$ cat src/pic_defines.vh
`ifndef PIC_DEFINES_VH
`define PIC_DEFINES_VH
// ----------------------------------------
// register byte addresses
// ----------------------------------------
`define PIC_ADDR_EDGE      8'h00
`define PIC_ADDR_CTL0      8'h04
`define PIC_ADDR_CTL1      8'h08
`define PIC_ADDR_CTL2      8'h0c
`define PIC_ADDR_STAT      8'h10
`define PIC_ADDR_CLR       8'h14
`define PIC_ADDR_ENA       8'h18
// ----------------------------------------
// implemented-bit masks
// ----------------------------------------
`define PIC_MASK_EDGE      8'h0f
`define PIC_MASK_CTL0      8'h5b
`define PIC_MASK_CTL1      8'hff
`define PIC_MASK_CTL2      8'h33
`define PIC_RESET_VAL      8'h00
// ----------------------------------------
// field positions
// ----------------------------------------
`define PIC_GLOBAL_EN_BIT  0
`define PIC_PIN_A_EN_BIT   1
`define PIC_MG0_EN_BIT     3
`define PIC_PIN_A_FLAG_BIT 4
`define PIC_MG0_FLAG_BIT   6
`define PIC_PIN_B_EN_BIT   1
`define PIC_TB1_EN_BIT     0
`define PIC_PIN_B_FLAG_BIT 5
`define PIC_TB1_FLAG_BIT   4
// ----------------------------------------
// edge select encoding
// ----------------------------------------
`define PIC_EDGE_OFF       2'b00
`define PIC_EDGE_RISE      2'b01
`define PIC_EDGE_FALL      2'b10
`define PIC_EDGE_BOTH      2'b11
// ----------------------------------------
// axi responses
// ----------------------------------------
`define PIC_RESP_OKAY      2'b00
`define PIC_RESP_SLVERR    2'b10
`endif

$ cat src/pic_primary_irq.v
// The address map and the AXI4-Lite register port were chosen for this implementation.
`timescale 1ns/1ps
`include "pic_defines.vh"
// Summary of operation
// - edge register bits 3..2 pick pin b detection: off, rising, falling or both edges.
// - edge register bits 1..0 pick pin a detection with the same encoding.
// - unimplemented bits of all control registers read as zero.
// - control zero bit 0 is the global enable; when 0 no interrupt reaches the core.
// - control zero holds group0 flag bit 6, pin a flag bit 4, group0 enable bit 3, pin a enable bit 1.
// - control one holds flags timebase0 bit 7, converter bit 6, group2 bit 5, group1 bit 4.
// - control one holds enables timebase0 bit 3, converter bit 2, group2 bit 1, group1 bit 0.
// - control two holds pin b flag bit 5 and timebase1 flag bit 4.
// - control two holds pin b enable bit 1 and timebase1 enable bit 0; other bits unimplemented.
// - each source has an enable and a flag; the flag is set whatever the enable.
module pic_primary_irq (
  input  wire        aclk,
  input  wire        aresetn,
  input  wire [7:0]  s_axi_awaddr,
  input  wire        s_axi_awvalid,
  output wire        s_axi_awready,
  input  wire [31:0] s_axi_wdata,
  input  wire [3:0]  s_axi_wstrb,
  input  wire        s_axi_wvalid,
  output wire        s_axi_wready,
  output reg  [1:0]  s_axi_bresp,
  output reg         s_axi_bvalid,
  input  wire        s_axi_bready,
  input  wire [7:0]  s_axi_araddr,
  input  wire        s_axi_arvalid,
  output wire        s_axi_arready,
  output reg  [31:0] s_axi_rdata,
  output reg  [1:0]  s_axi_rresp,
  output reg         s_axi_rvalid,
  input  wire        s_axi_rready,
  input  wire        ext_pin_a,
  input  wire        ext_pin_b,
  input  wire        multi_group0_req,
  input  wire        multi_group1_req,
  input  wire        multi_group2_req,
  input  wire        timebase0_req,
  input  wire        timebase1_req,
  input  wire        converter_done_req,
  output wire        core_irq,
  output wire        bus_irq
);
  // ----------------------------------------
  // state
  // ----------------------------------------
  reg  [7:0]  pin_edge_select_reg;
  reg  [7:0]  irq_control_zero_reg;
  reg  [7:0]  irq_control_one_reg;
  reg  [7:0]  irq_control_two_reg;
  reg  [2:0]  evt_stat_reg;
  reg  [2:0]  evt_ena_reg;
  reg         aw_hold_reg;
  reg  [7:0]  aw_addr_reg;
  reg         w_hold_reg;
  reg  [31:0] w_data_reg;
  reg  [3:0]  w_strb_reg;
  wire        pin_a_hit;
  wire        pin_b_hit;

  // ----------------------------------------
  // helpers
  // ----------------------------------------
  function [7:0] wr_ctl;
    input [7:0] new_val;
    input [7:0] mask;
    input [7:0] hw_set;
    begin
      wr_ctl = ((new_val & mask) | hw_set) & mask;
    end
  endfunction

  function [7:0] keep_ctl;
    input [7:0] old_val;
    input [7:0] mask;
    input [7:0] hw_set;
    begin
      keep_ctl = (old_val | hw_set) & mask;
    end
  endfunction

  // ----------------------------------------
  // pin edge detection
  // ----------------------------------------
  pic_edge_detect u_pin_a (
    .aclk     (aclk),
    .aresetn  (aresetn),
    .pin_in   (ext_pin_a),
    .edge_sel (pin_edge_select_reg[1:0]),
    .edge_hit (pin_a_hit)
  );

  pic_edge_detect u_pin_b (
    .aclk     (aclk),
    .aresetn  (aresetn),
    .pin_in   (ext_pin_b),
    .edge_sel (pin_edge_select_reg[3:2]),
    .edge_hit (pin_b_hit)
  );

  // ----------------------------------------
  // hardware flag sets
  // ----------------------------------------
  wire [7:0] set0 = {1'b0, multi_group0_req, 1'b0, pin_a_hit, 4'h0};
  wire [7:0] set1 = {timebase0_req, converter_done_req, multi_group2_req,
                     multi_group1_req, 4'h0};
  wire [7:0] set2 = {2'b00, pin_b_hit, timebase1_req, 4'h0};

  // ----------------------------------------
  // axi write channel
  // ----------------------------------------
  assign s_axi_awready = ~aw_hold_reg & ~s_axi_bvalid;
  assign s_axi_wready  = ~w_hold_reg & ~s_axi_bvalid;

  wire        aw_ok  = aw_hold_reg | (s_axi_awvalid & s_axi_awready);
  wire        w_ok   = w_hold_reg | (s_axi_wvalid & s_axi_wready);
  wire [7:0]  wa     = aw_hold_reg ? aw_addr_reg : s_axi_awaddr;
  wire [31:0] wd     = w_hold_reg ? w_data_reg : s_axi_wdata;
  wire [3:0]  ws     = w_hold_reg ? w_strb_reg : s_axi_wstrb;
  wire        do_wr  = aw_ok & w_ok & ~s_axi_bvalid;
  wire        lane0  = do_wr & ws[0];
  wire        wr_map = (wa == `PIC_ADDR_EDGE) || (wa == `PIC_ADDR_CTL0) || (wa == `PIC_ADDR_CTL1) ||
                       (wa == `PIC_ADDR_CTL2) || (wa == `PIC_ADDR_CLR) || (wa == `PIC_ADDR_ENA) ||
                       (wa == `PIC_ADDR_STAT);

  always @(posedge aclk) begin
    if (!aresetn) begin
      aw_hold_reg  <= 1'b0;
      aw_addr_reg  <= 8'h00;
      w_hold_reg   <= 1'b0;
      w_data_reg   <= 32'h0000_0000;
      w_strb_reg   <= 4'h0;
      s_axi_bvalid <= 1'b0;
      s_axi_bresp  <= `PIC_RESP_OKAY;
    end else begin
      if (s_axi_awvalid & s_axi_awready & ~do_wr) begin
        aw_hold_reg <= 1'b1;
        aw_addr_reg <= s_axi_awaddr;
      end else if (do_wr) begin
        aw_hold_reg <= 1'b0;
      end
      if (s_axi_wvalid & s_axi_wready & ~do_wr) begin
        w_hold_reg <= 1'b1;
        w_data_reg <= s_axi_wdata;
        w_strb_reg <= s_axi_wstrb;
      end else if (do_wr) begin
        w_hold_reg <= 1'b0;
      end
      if (do_wr) begin
        s_axi_bvalid <= 1'b1;
        s_axi_bresp  <= wr_map ? `PIC_RESP_OKAY : `PIC_RESP_SLVERR;
      end else if (s_axi_bready) begin
        s_axi_bvalid <= 1'b0;
      end
    end
  end

  // ----------------------------------------
  // control registers
  // ----------------------------------------
  always @(posedge aclk) begin
    if (!aresetn) begin
      pin_edge_select_reg  <= `PIC_RESET_VAL;
      irq_control_zero_reg <= `PIC_RESET_VAL;
      irq_control_one_reg  <= `PIC_RESET_VAL;
      irq_control_two_reg  <= `PIC_RESET_VAL;
    end else begin
      if (lane0 && wa == `PIC_ADDR_EDGE)
        pin_edge_select_reg <= wd[7:0] & `PIC_MASK_EDGE;
      // a source event in the write cycle survives a software clear
      if (lane0 && wa == `PIC_ADDR_CTL0)
        irq_control_zero_reg <= wr_ctl(wd[7:0], `PIC_MASK_CTL0, set0);
      else
        irq_control_zero_reg <= keep_ctl(irq_control_zero_reg, `PIC_MASK_CTL0, set0);
      if (lane0 && wa == `PIC_ADDR_CTL1)
        irq_control_one_reg <= wr_ctl(wd[7:0], `PIC_MASK_CTL1, set1);
      else
        irq_control_one_reg <= keep_ctl(irq_control_one_reg, `PIC_MASK_CTL1, set1);
      if (lane0 && wa == `PIC_ADDR_CTL2)
        irq_control_two_reg <= wr_ctl(wd[7:0], `PIC_MASK_CTL2, set2);
      else
        irq_control_two_reg <= keep_ctl(irq_control_two_reg, `PIC_MASK_CTL2, set2);
    end
  end

  // ----------------------------------------
  // interrupt gating to the core
  // ----------------------------------------
  wire [7:0] c0 = irq_control_zero_reg;
  wire [7:0] c1 = irq_control_one_reg;
  wire [7:0] c2 = irq_control_two_reg;

  wire any_src = (c0[`PIC_MG0_FLAG_BIT] & c0[`PIC_MG0_EN_BIT]) |
                 (c0[`PIC_PIN_A_FLAG_BIT] & c0[`PIC_PIN_A_EN_BIT]) |
                 (|(c1[7:4] & c1[3:0])) |
                 (c2[`PIC_PIN_B_FLAG_BIT] & c2[`PIC_PIN_B_EN_BIT]) |
                 (c2[`PIC_TB1_FLAG_BIT] & c2[`PIC_TB1_EN_BIT]);

  assign core_irq = c0[`PIC_GLOBAL_EN_BIT] & any_src;

  // ----------------------------------------
  // bus-side event status
  // ----------------------------------------
  wire [2:0] evt_now = {core_irq, pin_b_hit, pin_a_hit};
  wire       clr_wr  = lane0 && (wa == `PIC_ADDR_CLR);

  always @(posedge aclk) begin
    if (!aresetn) begin
      evt_stat_reg <= 3'b000;
      evt_ena_reg  <= 3'b000;
    end else begin
      evt_stat_reg <= (evt_stat_reg & ~(clr_wr ? wd[2:0] : 3'b000)) | evt_now;
      if (lane0 && wa == `PIC_ADDR_ENA)
        evt_ena_reg <= wd[2:0];
    end
  end

  assign bus_irq = |(evt_stat_reg & evt_ena_reg);

  // ----------------------------------------
  // axi read channel
  // ----------------------------------------
  assign s_axi_arready = ~s_axi_rvalid;

  always @(posedge aclk) begin
    if (!aresetn) begin
      s_axi_rvalid <= 1'b0;
      s_axi_rdata  <= 32'h0000_0000;
      s_axi_rresp  <= `PIC_RESP_OKAY;
    end else if (s_axi_arvalid & s_axi_arready) begin
      s_axi_rvalid <= 1'b1;
      s_axi_rresp  <= `PIC_RESP_OKAY;
      if (s_axi_araddr == `PIC_ADDR_EDGE)
        s_axi_rdata <= {24'h000000, pin_edge_select_reg};
      else if (s_axi_araddr == `PIC_ADDR_CTL0)
        s_axi_rdata <= {24'h000000, irq_control_zero_reg};
      else if (s_axi_araddr == `PIC_ADDR_CTL1)
        s_axi_rdata <= {24'h000000, irq_control_one_reg};
      else if (s_axi_araddr == `PIC_ADDR_CTL2)
        s_axi_rdata <= {24'h000000, irq_control_two_reg};
      else if (s_axi_araddr == `PIC_ADDR_STAT)
        s_axi_rdata <= {29'h0, evt_stat_reg};
      else if (s_axi_araddr == `PIC_ADDR_ENA)
        s_axi_rdata <= {29'h0, evt_ena_reg};
      else if (s_axi_araddr == `PIC_ADDR_CLR)
        s_axi_rdata <= 32'h0000_0000;
      else begin
        s_axi_rdata <= 32'h0000_0000;
        s_axi_rresp <= `PIC_RESP_SLVERR;
      end
    end else if (s_axi_rready) begin
      s_axi_rvalid <= 1'b0;
    end
  end
endmodule

$ cat src/pic_edge_detect.v
`timescale 1ns/1ps
`include "pic_defines.vh"
// ----------------------------------------
// pin synchroniser and edge detector
// ----------------------------------------
module pic_edge_detect (
  input  wire       aclk,
  input  wire       aresetn,
  input  wire       pin_in,
  input  wire [1:0] edge_sel,
  output wire       edge_hit
);
  reg sync1_reg;
  reg sync2_reg;
  reg last_reg;

  always @(posedge aclk) begin
    if (!aresetn) begin
      sync1_reg <= 1'b0;
      sync2_reg <= 1'b0;
      last_reg  <= 1'b0;
    end else begin
      sync1_reg <= pin_in;
      sync2_reg <= sync1_reg;
      last_reg  <= sync2_reg;
    end
  end

  wire rise = sync2_reg & ~last_reg;
  wire fall = ~sync2_reg & last_reg;

  assign edge_hit = (edge_sel == `PIC_EDGE_RISE) ? rise :
                    (edge_sel == `PIC_EDGE_FALL) ? fall :
                    (edge_sel == `PIC_EDGE_BOTH) ? (rise | fall) : 1'b0;
endmodule

$ cat config.mk
export PLATFORM = sky130hd
export DESIGN_NAME = pic_primary_irq
export DESIGN_NICKNAME = d
export VERILOG_FILES = /design/src/pic_primary_irq.v /design/src/pic_edge_detect.v
export VERILOG_INCLUDE_DIRS = /design/src
export SDC_FILE = /design/constraint.sdc
export NUM_CORES = 1
export LEC_CHECK = 0
export BUFFER_PORTS_ARGS = -buffer_cell sky130_fd_sc_hd__clkbuf_2
export CORE_ASPECT_RATIO = 0.9
export CORE_MARGIN = 2
export CORE_UTILIZATION = 50
export CTS_CLUSTER_SIZE = 30
export DETAILED_ROUTE_END_ITERATION = 10
export PLACE_DENSITY = 0.89
export SLEW_MARGIN = 40
export SYNTH_ARGS = -nofsm -noshare
export SYNTH_HDL_FRONTEND = slang
export SYNTH_SLANG_ARGS = --single-unit
$ cat constraint.sdc
create_clock -name aclk -period 3 [get_ports aclk]
set_input_delay 0.6 -clock aclk [delete_from_list [all_inputs] [get_ports aclk]]
set_output_delay 0.6 -clock aclk [all_outputs]
set_load 0.01 [all_outputs]
==> impl_metrics.py, run 1 <==
metrics = {
    "run_status": {
        "status": "completed",
    },
    "layout": {
        "multi_input_area_um2": 1769,
        "fin_util_pct": 59.66,
        "seqCellArea_um2": 1281,
        "fin_nets": 476,
        "antenna_cells": 0,
        "drive_gt1_share_pct": 24.21,
        "nFillCells": 554,
        "syn_to_final_growth_pct": 13.30,
        "layout.cells.non_filler": 496,
    },
    "timing": {
        "whs_ns": 0.4340,
        "rsz0062_at_grt": "no",
        "setup_slack_ns": 0.4789,
        "setup_violations": 0,
        "post-route-min-period_ns": 2.521,
        "hold_viol_final": 0,
        "tns_ns": 0,
        "tightest_slew_ns": 0.6332,
        "timing.fmax_ghz": 0.3967,
        "slew_viol_final": 0,
        "finalCritPeriodShare_pct": 84.04,
        "finClkSkew_ns": 0.007214,
        "slew_headroom_pct": 57.78,
    },
    "floorplanning": {
        "die_x_um": 89.29,
        "die_h_um": 80.76,
        "start_util_pct": 52.66,
        "rows": 27,
        "die_area_um2": 7210,
        "ios": 110,
        "core_area_um2": 6216,
    },
    "global_routing": {
        "grt_util_all_layers_pct": 20.41,
        "antenna_found_initial": 0,
        "first_global_vias": 2438,
        "grt_max_degree": 37,
        "grt_first_pass_wirelength_um": 11130,
        "grt_remaining_overflow": 0,
    },
    "worst_setup_path": {
        "path_delay_family": "simple AND/OR/NAND/NOR gates",
        "reg2reg_depth": 5,
        "crit_fanout": 18,
        "timing.rr.end": "c2[4]$_SDFF_PN0_",
        "criticalPathCategory": "reg2reg",
        "crit_required_ns": 3.24,
        "cp-start-kind": "flip-flop",
        "arrival_ns": 2.76,
        "crit_chain": "nor4b_1, o221ai_2, nor3_4, mux2_2, o21a_1",
        "slowest_delay_ns": 0.68,
        "end_kind": "flip-flop",
        "reg2reg_from": "aw_hold_reg$_SDFFE_PN0P_",
        "worst_path_max_delay_cell": "dfxtp_1",
        "regToRegSetupSlack_ns": 0.48,
        "crit_buf_inv": 0,
    },
    "synth": {
        "synth_cells": 351,
        "yosysMostFrequentCell": "dfxtp_1",
        "ys_warn_count": 0,
        "async_flop_share_pct": 0,
        "ys_seq_area_share_pct": 39.14,
        "ys.flop_type": "dfxtp_1",
        "synth-seq-cells": 64,
        "synthTopCellsByCount": "64 x dfxtp_1, 41 x mux2i_1, 37 x nand2_1",
        "synth.distinct_cells": 47,
        "synth_area_leaders": "dfxtp_1 39%, mux2i_1 13%, buf_4 6.2%",
        "synth-edff-count": 0,
        "syn_avg_cell_area_um2": 9.325,
        "syn_area_um2": 3273,
        "synth.top_cell.area_share_pct": 39.14,
        "yosys.area.top_type": "dfxtp_1",
    },
    "clock_tree": {
        "cts-root-buf": "clkbuf_8",
        "cts_tree": "built",
        "ctsHoldBuffers": 0,
        "cts_sinks": 64,
        "path_clk_slew_ns": 0.07,
        "cts_buffers": 9,
        "ctsResizeCount": 0,
        "h-tree-depth": 3,
        "post-cts-setup-buffers": 0,
        "clkLatencyLatePin_ns": 0.35,
        "clockBufferDepth": 2,
    },
    "power": {
        "power.leakage_uw": 0.001549,
        "powerDensity_nw_per_um2": 493.1,
        "peakVddDrop_mv": 0.3182,
    },
    "placed_design": {
        "place_ws_ns": 0.4960,
        "numPortBuffers": 56,
        "globalplace.congestion": 0.8626,
        "dp.cells": 481,
        "hpwl_um": 5117,
    },
    "drt": {
        "post_drt_wl_per_cell_um": 13.72,
        "routed-via-count": 2568,
        "routed_wl_um": 6805,
        "vias_per_cell": 5.177,
        "drt-initial-drc-count": 116,
        "drc": 0,
        "drtPass1Iterations": 4,
        "postRouteAntennaNets": 0,
    },
    "worst_hold_path": {
        "hp-start": "u_pin_a.sync1_reg$_SDFF_PN0_",
        "holdPathEnd": "u_pin_a.sync2_reg$_SDFF_PN0_",
        "worstHoldPathCells": 1,
        "hold_path.class": "reg2reg",
    },
    "run": {
        "drv_cap": 0,
    },
}
report_power, final:
group	switching (uW)	leakage (uW)	internal, uW
clock network	312	0.0000989	397
logic	117	0.000928	96.8
registers	28.0	0.000521	878
total	457	0.00155	1370
worst max-delay path by stage:
stage	cells past startpoint	slack (ns)	start	to
final	5	0.48	aw_hold_reg$_SDFFE_PN0P_	c2[4]$_SDFF_PN0_
after global routing	5	0.30	aw_hold_reg$_SDFFE_PN0P_	c2[4]$_SDFF_PN0_
after CTS	5	0.49	aw_hold_reg$_SDFFE_PN0P_	c2[4]$_SDFF_PN0_
after detailed placement	5	0.50	aw_hold_reg$_SDFFE_PN0P_	c1[4]$_SDFF_PN0_
after global placement	5	0.58	aw_hold_reg$_SDFFE_PN0P_	c2[4]$_SDFF_PN0_
after floorplan	6	0.72	s_axi_awvalid	c1[4]$_SDFF_PN0_
through the flow:
| stage | instance area, um2 | power [uW] |
|---|---|---|
| after floorplan | 3367 | 1097 |
| after global placement | 3522 | 1128 |
| after detailed placement | 3522 | 1137 |
| after CTS | 3709 | 1844 |
| after global routing | 3709 | 1913 |
| final | 3709 | 1829 |
cells by family (layout without fill, tap and decap cells):
kind of cell,count (synthesis),after routing,synth area share (%)
buf+inv,55,88,9.671
simple gates,116,116,18.85
other cells,1,26,0.1146
flops,64,64,39.14
fa+ha+maj,4,4,1.529
compound gates,52,52,10.82
mux,59,59,19.88
layer usage:
| metal | part of all wire, % | track usage, % |
|---|---|---|
| met5 | 0 | 0 |
| met4 | 1.8 | 6.716 |
| met3 | 6.7 | 7.825 |
| met2 | 49 | 34.74 |
| met1 | 42 | 23.51 |
cells in the final DEF (no fill, tap or decap), types with 10 or more instances in the layout:
cell,Yosys,routed
a21boi_0,10,10
clkbuf_8,0,10
mux2i_1,41,41
nor2b_1,21,21
mux2_2,12,12
clkbuf_2,0,56
o21ai_0,13,13
nor2_1,18,18
nand2_1,37,37
inv_1,12,12
dfxtp_1,64,64
conb_1,1,26
area by class of cell:
cell class / count / area share [%]
Sequential cell: 64 / 34.55
Clock inverter: 4 / 1.215
Inverter: 12 / 1.215
Tap cell: 87 / 2.935
Clock buffer: 11 / 3.812
Timing Repair Buffer: 61 / 8.569
Multi-Input combinational cell: 257 / 47.71
Note: power is estimated with default switching activity, not from simulation.
==> run 2, diff against run 1 <==
==> constraint.sdc (replaced) <==
create_clock -name aclk -period 2.5 [get_ports aclk]
set_input_delay 0.5 -clock aclk [delete_from_list [all_inputs] [get_ports aclk]]
set_output_delay 0.5 -clock aclk [all_outputs]
set_load 0.01 [all_outputs]
==> run 2 against run 1 <==
Effect of this change:
- flip-flop and latch count unchanged
- clock power increased by 45%
- combinational power increased by 27%
- utilization increased by 1.3 points
- final cell count increased by 1.0%
- sequential power increased by 19%
- hold slack got worse by 0.074 ns
- highest routed layer unchanged
- wire length increased by 0.85%
- clock-buffer cell count increased by 1
- first-iteration DRC count decreased by 1.7%
- power increased by 30%
- critical path depth unchanged
==> impl_metrics.py, run 2 (synthesized netlist as in run 1, its figures left out) <==
metrics = {
    "floorplanning": {
        "start_util_pct": 52.66,
        "die_area_um2": 7210,
        "die_x_um": 89.29,
        "ios": 110,
        "die_h_um": 80.76,
        "core_area_um2": 6216,
        "rows": 27,
    },
    "clock_tree": {
        "ctsResizeCount": 0,
        "cts_tree": "built",
        "ctsHoldBuffers": 0,
        "cts_sinks": 64,
        "h-tree-depth": 3,
        "cts_buffers": 9,
        "clockBufferDepth": 2,
        "post-cts-setup-buffers": 0,
        "cts-root-buf": "clkbuf_8",
        "path_clk_slew_ns": 0.07,
        "clkLatencyLatePin_ns": 0.34,
    },
    "drt": {
        "routed_wl_um": 6863,
        "drc": 0,
        "drtPass1Iterations": 4,
        "drt-initial-drc-count": 114,
        "postRouteAntennaNets": 0,
        "post_drt_wl_per_cell_um": 13.70,
        "routed-via-count": 2592,
        "vias_per_cell": 5.174,
    },
    "power": {
        "netSwitchingFraction_pct": 23.83,
        "clkPwrFrac_pct": 43.4,
        "seqPwrFrac_pct": 45.3,
        "p_int_uw": 1817,
        "power.leakage_uw": 0.001586,
        "powerDensity_nw_per_um2": 628.8,
        "p_comb_share_pct": 11.3,
        "peakVddDrop_mv": 0.4144,
        "p_switching_uw": 568.3,
    },
    "placed_design": {
        "globalplace.congestion": 0.8672,
        "place_ws_ns": 0.1585,
        "numPortBuffers": 56,
        "hpwl_um": 5222,
        "place_area_um2": 3552,
    },
    "timing": {
        "hold_viol_final": 0,
        "slew_viol_final": 0,
        "timing.fmax_ghz": 0.4307,
        "rsz0062_at_grt": "no",
        "slew_headroom_pct": 55.68,
        "finClkSkew_ns": 0.008448,
        "tightest_slew_ns": 0.6648,
        "whs_ns": 0.3602,
        "setup_violations": 0,
        "tns_ns": 0,
        "finalCritPeriodShare_pct": 92.86,
        "post-route-min-period_ns": 2.322,
        "setup_slack_ns": 0.1784,
    },
    "global_routing": {
        "grt_first_pass_wirelength_um": 11390,
        "grt_remaining_overflow": 0,
        "antenna_found_initial": 0,
        "first_global_vias": 2596,
        "grt_max_degree": 37,
        "grt_util_all_layers_pct": 20.63,
    },
    "layout": {
        "nFillCells": 549,
        "multi_input_area_um2": 1769,
        "drive_gt1_share_pct": 25.36,
        "postLayoutCellArea_um2": 3792,
        "antenna_cells": 0,
        "final_cell_mix": "64 x dfxtp_1, 56 x clkbuf_2, 41 x mux2i_1",
        "syn_to_final_growth_pct": 15.86,
        "fin_nets": 480,
        "seqCellArea_um2": 1281,
        "layout_commonest_cell": "dfxtp_1",
    },
    "worst_setup_path": {
        "criticalPathCategory": "reg2reg",
        "crit_fanout": 9,
        "arrival_ns": 2.56,
        "end_kind": "flip-flop",
        "crit_required_ns": 2.74,
        "cp-start-kind": "flip-flop",
    },
    "run_status": {
        "status": "completed",
    },
    "worst_hold_path": {
        "hold_path.class": "in2reg",
    },
    "run": {
        "drv_cap": 0,
    },
}
[run 2: metrics by stage]
| step | utilization, % | instances | total power (uW) |
|---|---|---|---|
| CTS | 61.01 | 501 | 2402 |
| global route | 61.01 | 501 | 2477 |
| floorplan | - | 376 | 1316 |
| detailed placement | 57.15 | 485 | 1370 |
| finish | 61.01 | 501 | 2385 |
| global placement | 57.15 | 485 | 1359 |
[run 2: cell type report]
class | count | share of cell area [%]
clock inverters | 4 | 1.980
repair buffers | 65 | 9.172
clock buffers | 12 | 4.355
well taps | 87 | 2.870
inverters | 12 | 1.188
multi-input cells | 257 | 46.65
flip-flops and latches | 64 | 33.78
[run 2: final timing paths]
| kind | start | end | slack, ns | cells past startpoint |
|---|---|---|---|---|
| max | aw_hold_reg$_SDFFE_PN0P_ | c1[6]$_SDFF_PN0_ | 0.18 | 5 |
| min | ext_pin_a | u_pin_a.sync1_reg$_SDFF_PN0_ | 0.36 | 2 |
| max reg2reg | aw_hold_reg$_SDFFE_PN0P_ | c1[6]$_SDFF_PN0_ | 0.18 | 5 |
| min reg2reg | u_pin_a.sync1_reg$_SDFF_PN0_ | u_pin_a.sync2_reg$_SDFF_PN0_ | 0.44 | 1 |
[run 2: worst max-delay path, cell delays in order, from the launching register on]
cell and delay [ns]:
dfxtp_1 0.51, nor4b_1 0.46, o221ai_2 0.30, nor3_4 0.43
mux2_4 0.34, o21a_1 0.17
[run 2: power by group through the flow]
stage               logic, uW  clock network, uW  registers (uW)
global route              301               1090            1080
finish                    270               1030            1080
CTS                       270               1050            1080
floorplan                 221                  0            1100
global placement          258                  0            1100
detailed placement        268                  0            1100
[run 2: per-layer routing]
metal	share of wire (%)	GRT usage [%]	vias to the layer above
met5	0	0	-
met1	42	22.41	1206
li1	-	-	1276
met3	7.1	6.606	14
met2	49	36.89	96
met4	2.1	8.358	0
==> run 3, diff against run 2 <==
--- a/config.mk
+++ b/config.mk
@@ -9,10 +9,10 @@
 export BUFFER_PORTS_ARGS = -buffer_cell sky130_fd_sc_hd__clkbuf_2
 export CORE_ASPECT_RATIO = 0.9
 export CORE_MARGIN = 2
-export CORE_UTILIZATION = 50
+export CORE_UTILIZATION = 45
 export CTS_CLUSTER_SIZE = 30
 export DETAILED_ROUTE_END_ITERATION = 10
-export PLACE_DENSITY = 0.89
+export PLACE_DENSITY = 0.83
 export SLEW_MARGIN = 40
 export SYNTH_ARGS = -nofsm -noshare
 export SYNTH_HDL_FRONTEND = slang
==> run 3 against run 2 <==
Effect of this change:
- global-route usage is 2.1 points lower
- power fell by 3.2%
- critical endpoint is now evt_ena_reg[1]$_SDFFE_PN0P_
- clock power down 7%
- maximum frequency grew 1.6%
- via count decreased by 1.1%
- non-clock buffer count increased by 1
- first-iteration DRC count up 65%
- register-to-register slack improved by 0.04 ns
- sequential power about the same
- clock skew decreased by 0.00092 ns
==> impl_metrics.py, run 3 (synthesized netlist as in run 1, its figures left out) <==
metrics = {
    "clock_tree": {
        "cts_sinks": 64,
        "h-tree-depth": 3,
        "path_clk_slew_ns": 0.07,
        "clockBufferDepth": 2,
        "cts-root-buf": "clkbuf_8",
        "cts_buffers": 9,
        "ctsHoldBuffers": 0,
        "ctsResizeCount": 0,
        "post-cts-setup-buffers": 0,
        "cts_tree": "built",
        "clkLatencyLatePin_ns": 0.34,
    },
    "drt": {
        "drtPass1Iterations": 4,
        "drt-initial-drc-count": 188,
        "routed-via-count": 2564,
        "postRouteAntennaNets": 0,
        "drc": 0,
        "routed_wl_um": 6889,
        "vias_per_cell": 5.047,
        "post_drt_wl_per_cell_um": 13.56,
    },
    "global_routing": {
        "antenna_found_initial": 0,
        "grt_util_all_layers_pct": 18.54,
        "grt_first_pass_wirelength_um": 11360,
        "first_global_vias": 2456,
        "grt_max_degree": 25,
        "grt_remaining_overflow": 0,
    },
    "timing": {
        "hold_viol_final": 0,
        "setup_slack_ns": 0.2139,
        "tightest_slew_ns": 0.5820,
        "rsz0062_at_grt": "no",
        "setup_violations": 0,
        "tns_ns": 0,
        "post-route-min-period_ns": 2.286,
        "slew_headroom_pct": 61.09,
        "timing.fmax_ghz": 0.4374,
        "slew_viol_final": 0,
        "finClkSkew_ns": 0.007525,
        "finalCritPeriodShare_pct": 91.44,
    },
    "worst_setup_path": {
        "criticalPathCategory": "reg2reg",
        "crit_fanout": 8,
        "arrival_ns": 2.55,
        "crit_required_ns": 2.77,
        "cp-start-kind": "flip-flop",
        "end_kind": "flip-flop",
    },
    "floorplanning": {
        "rows": 29,
        "core_area_um2": 7039,
        "start_util_pct": 46.50,
        "die_h_um": 84.91,
        "die_x_um": 93.90,
        "die_area_um2": 7973,
        "ios": 110,
    },
    "power": {
        "peakVddDrop_mv": 0.3563,
        "power.leakage_uw": 0.001583,
        "powerDensity_nw_per_um2": 610.6,
        "p_total_uw": 2309,
    },
    "layout": {
        "nFillCells": 661,
        "final_cell_mix": "64 x dfxtp_1, 56 x clkbuf_2, 41 x mux2i_1",
        "fin_nets": 481,
        "layout_commonest_cell": "dfxtp_1",
        "layout.cells.non_filler": 508,
        "fin_util_pct": 53.71,
        "antenna_cells": 0,
        "syn_to_final_growth_pct": 15.52,
        "drive_gt1_share_pct": 24.82,
    },
    "placed_design": {
        "dp.cells": 492,
        "numPortBuffers": 56,
        "place_ws_ns": 0.1455,
        "globalplace.congestion": 0.8883,
        "hpwl_um": 5274,
    },
    "run": {
        "drv_cap": 0,
    },
    "worst_hold_path": {
        "hold_path.class": "in2reg",
    },
    "run_status": {
        "status": "completed",
    },
}
## run 3: power breakdown
group | leakage, uW | internal [uW] | switching [uW]
sequential | 0.000521 | 1050 | 26.3
combinational | 0.000954 | 121 | 150
clock | 0.000108 | 588 | 369
## run 3: critical path, cell delays in order, from the launching register on
cell and delay [ns]:
dfxtp_1 0.51, nor4b_1 0.46, o22ai_1 0.19, or3_1 0.49
nor2_1 0.35, mux2i_1 0.22
## run 3: worst paths after layout
check / slack (ns) / endpoint / cells past startpoint / from
min reg2reg: 0.43 / u_pin_a.sync2_reg$_SDFF_PN0_ / 1 / u_pin_a.sync1_reg$_SDFF_PN0_
min: 0.36 / u_pin_b.sync1_reg$_SDFF_PN0_ / 2 / ext_pin_b
max: 0.21 / evt_ena_reg[1]$_SDFFE_PN0P_ / 5 / aw_hold_reg$_SDFFE_PN0P_
max reg2reg: 0.21 / evt_ena_reg[1]$_SDFFE_PN0P_ / 5 / aw_hold_reg$_SDFFE_PN0P_
## run 3: metal layers
layer	global-route usage [%]	vias to the layer above	routed length (um)
met5	0	-	0
met4	6.983	0	95
met3	7.904	9	503
met2	31.17	95	3446
met1	20.88	1184	2843
li1	-	1276	-
## run 3: final cells by class
class	count	area [um2]	area share, %
tap	93	116.4	3.077
clock buffer	13	148.9	3.938
clock inverter	3	65.06	1.721
inverter	12	45.04	1.191
multi-input combinational	257	1769	46.79
timing repair buffer	66	355.3	9.398
sequential	64	1281	33.88
## run 3: stage by stage
stage          hold slack (ns)  cell area (um2)
6_report                0.3643             3781
5_1_grt                 0.3483             3781
4_1_cts                 0.3524             3781
3_5_place_dp            0.4220             3567
3_3_place_gp            0.4148             3567
2_1_floorplan           0.4119             3367
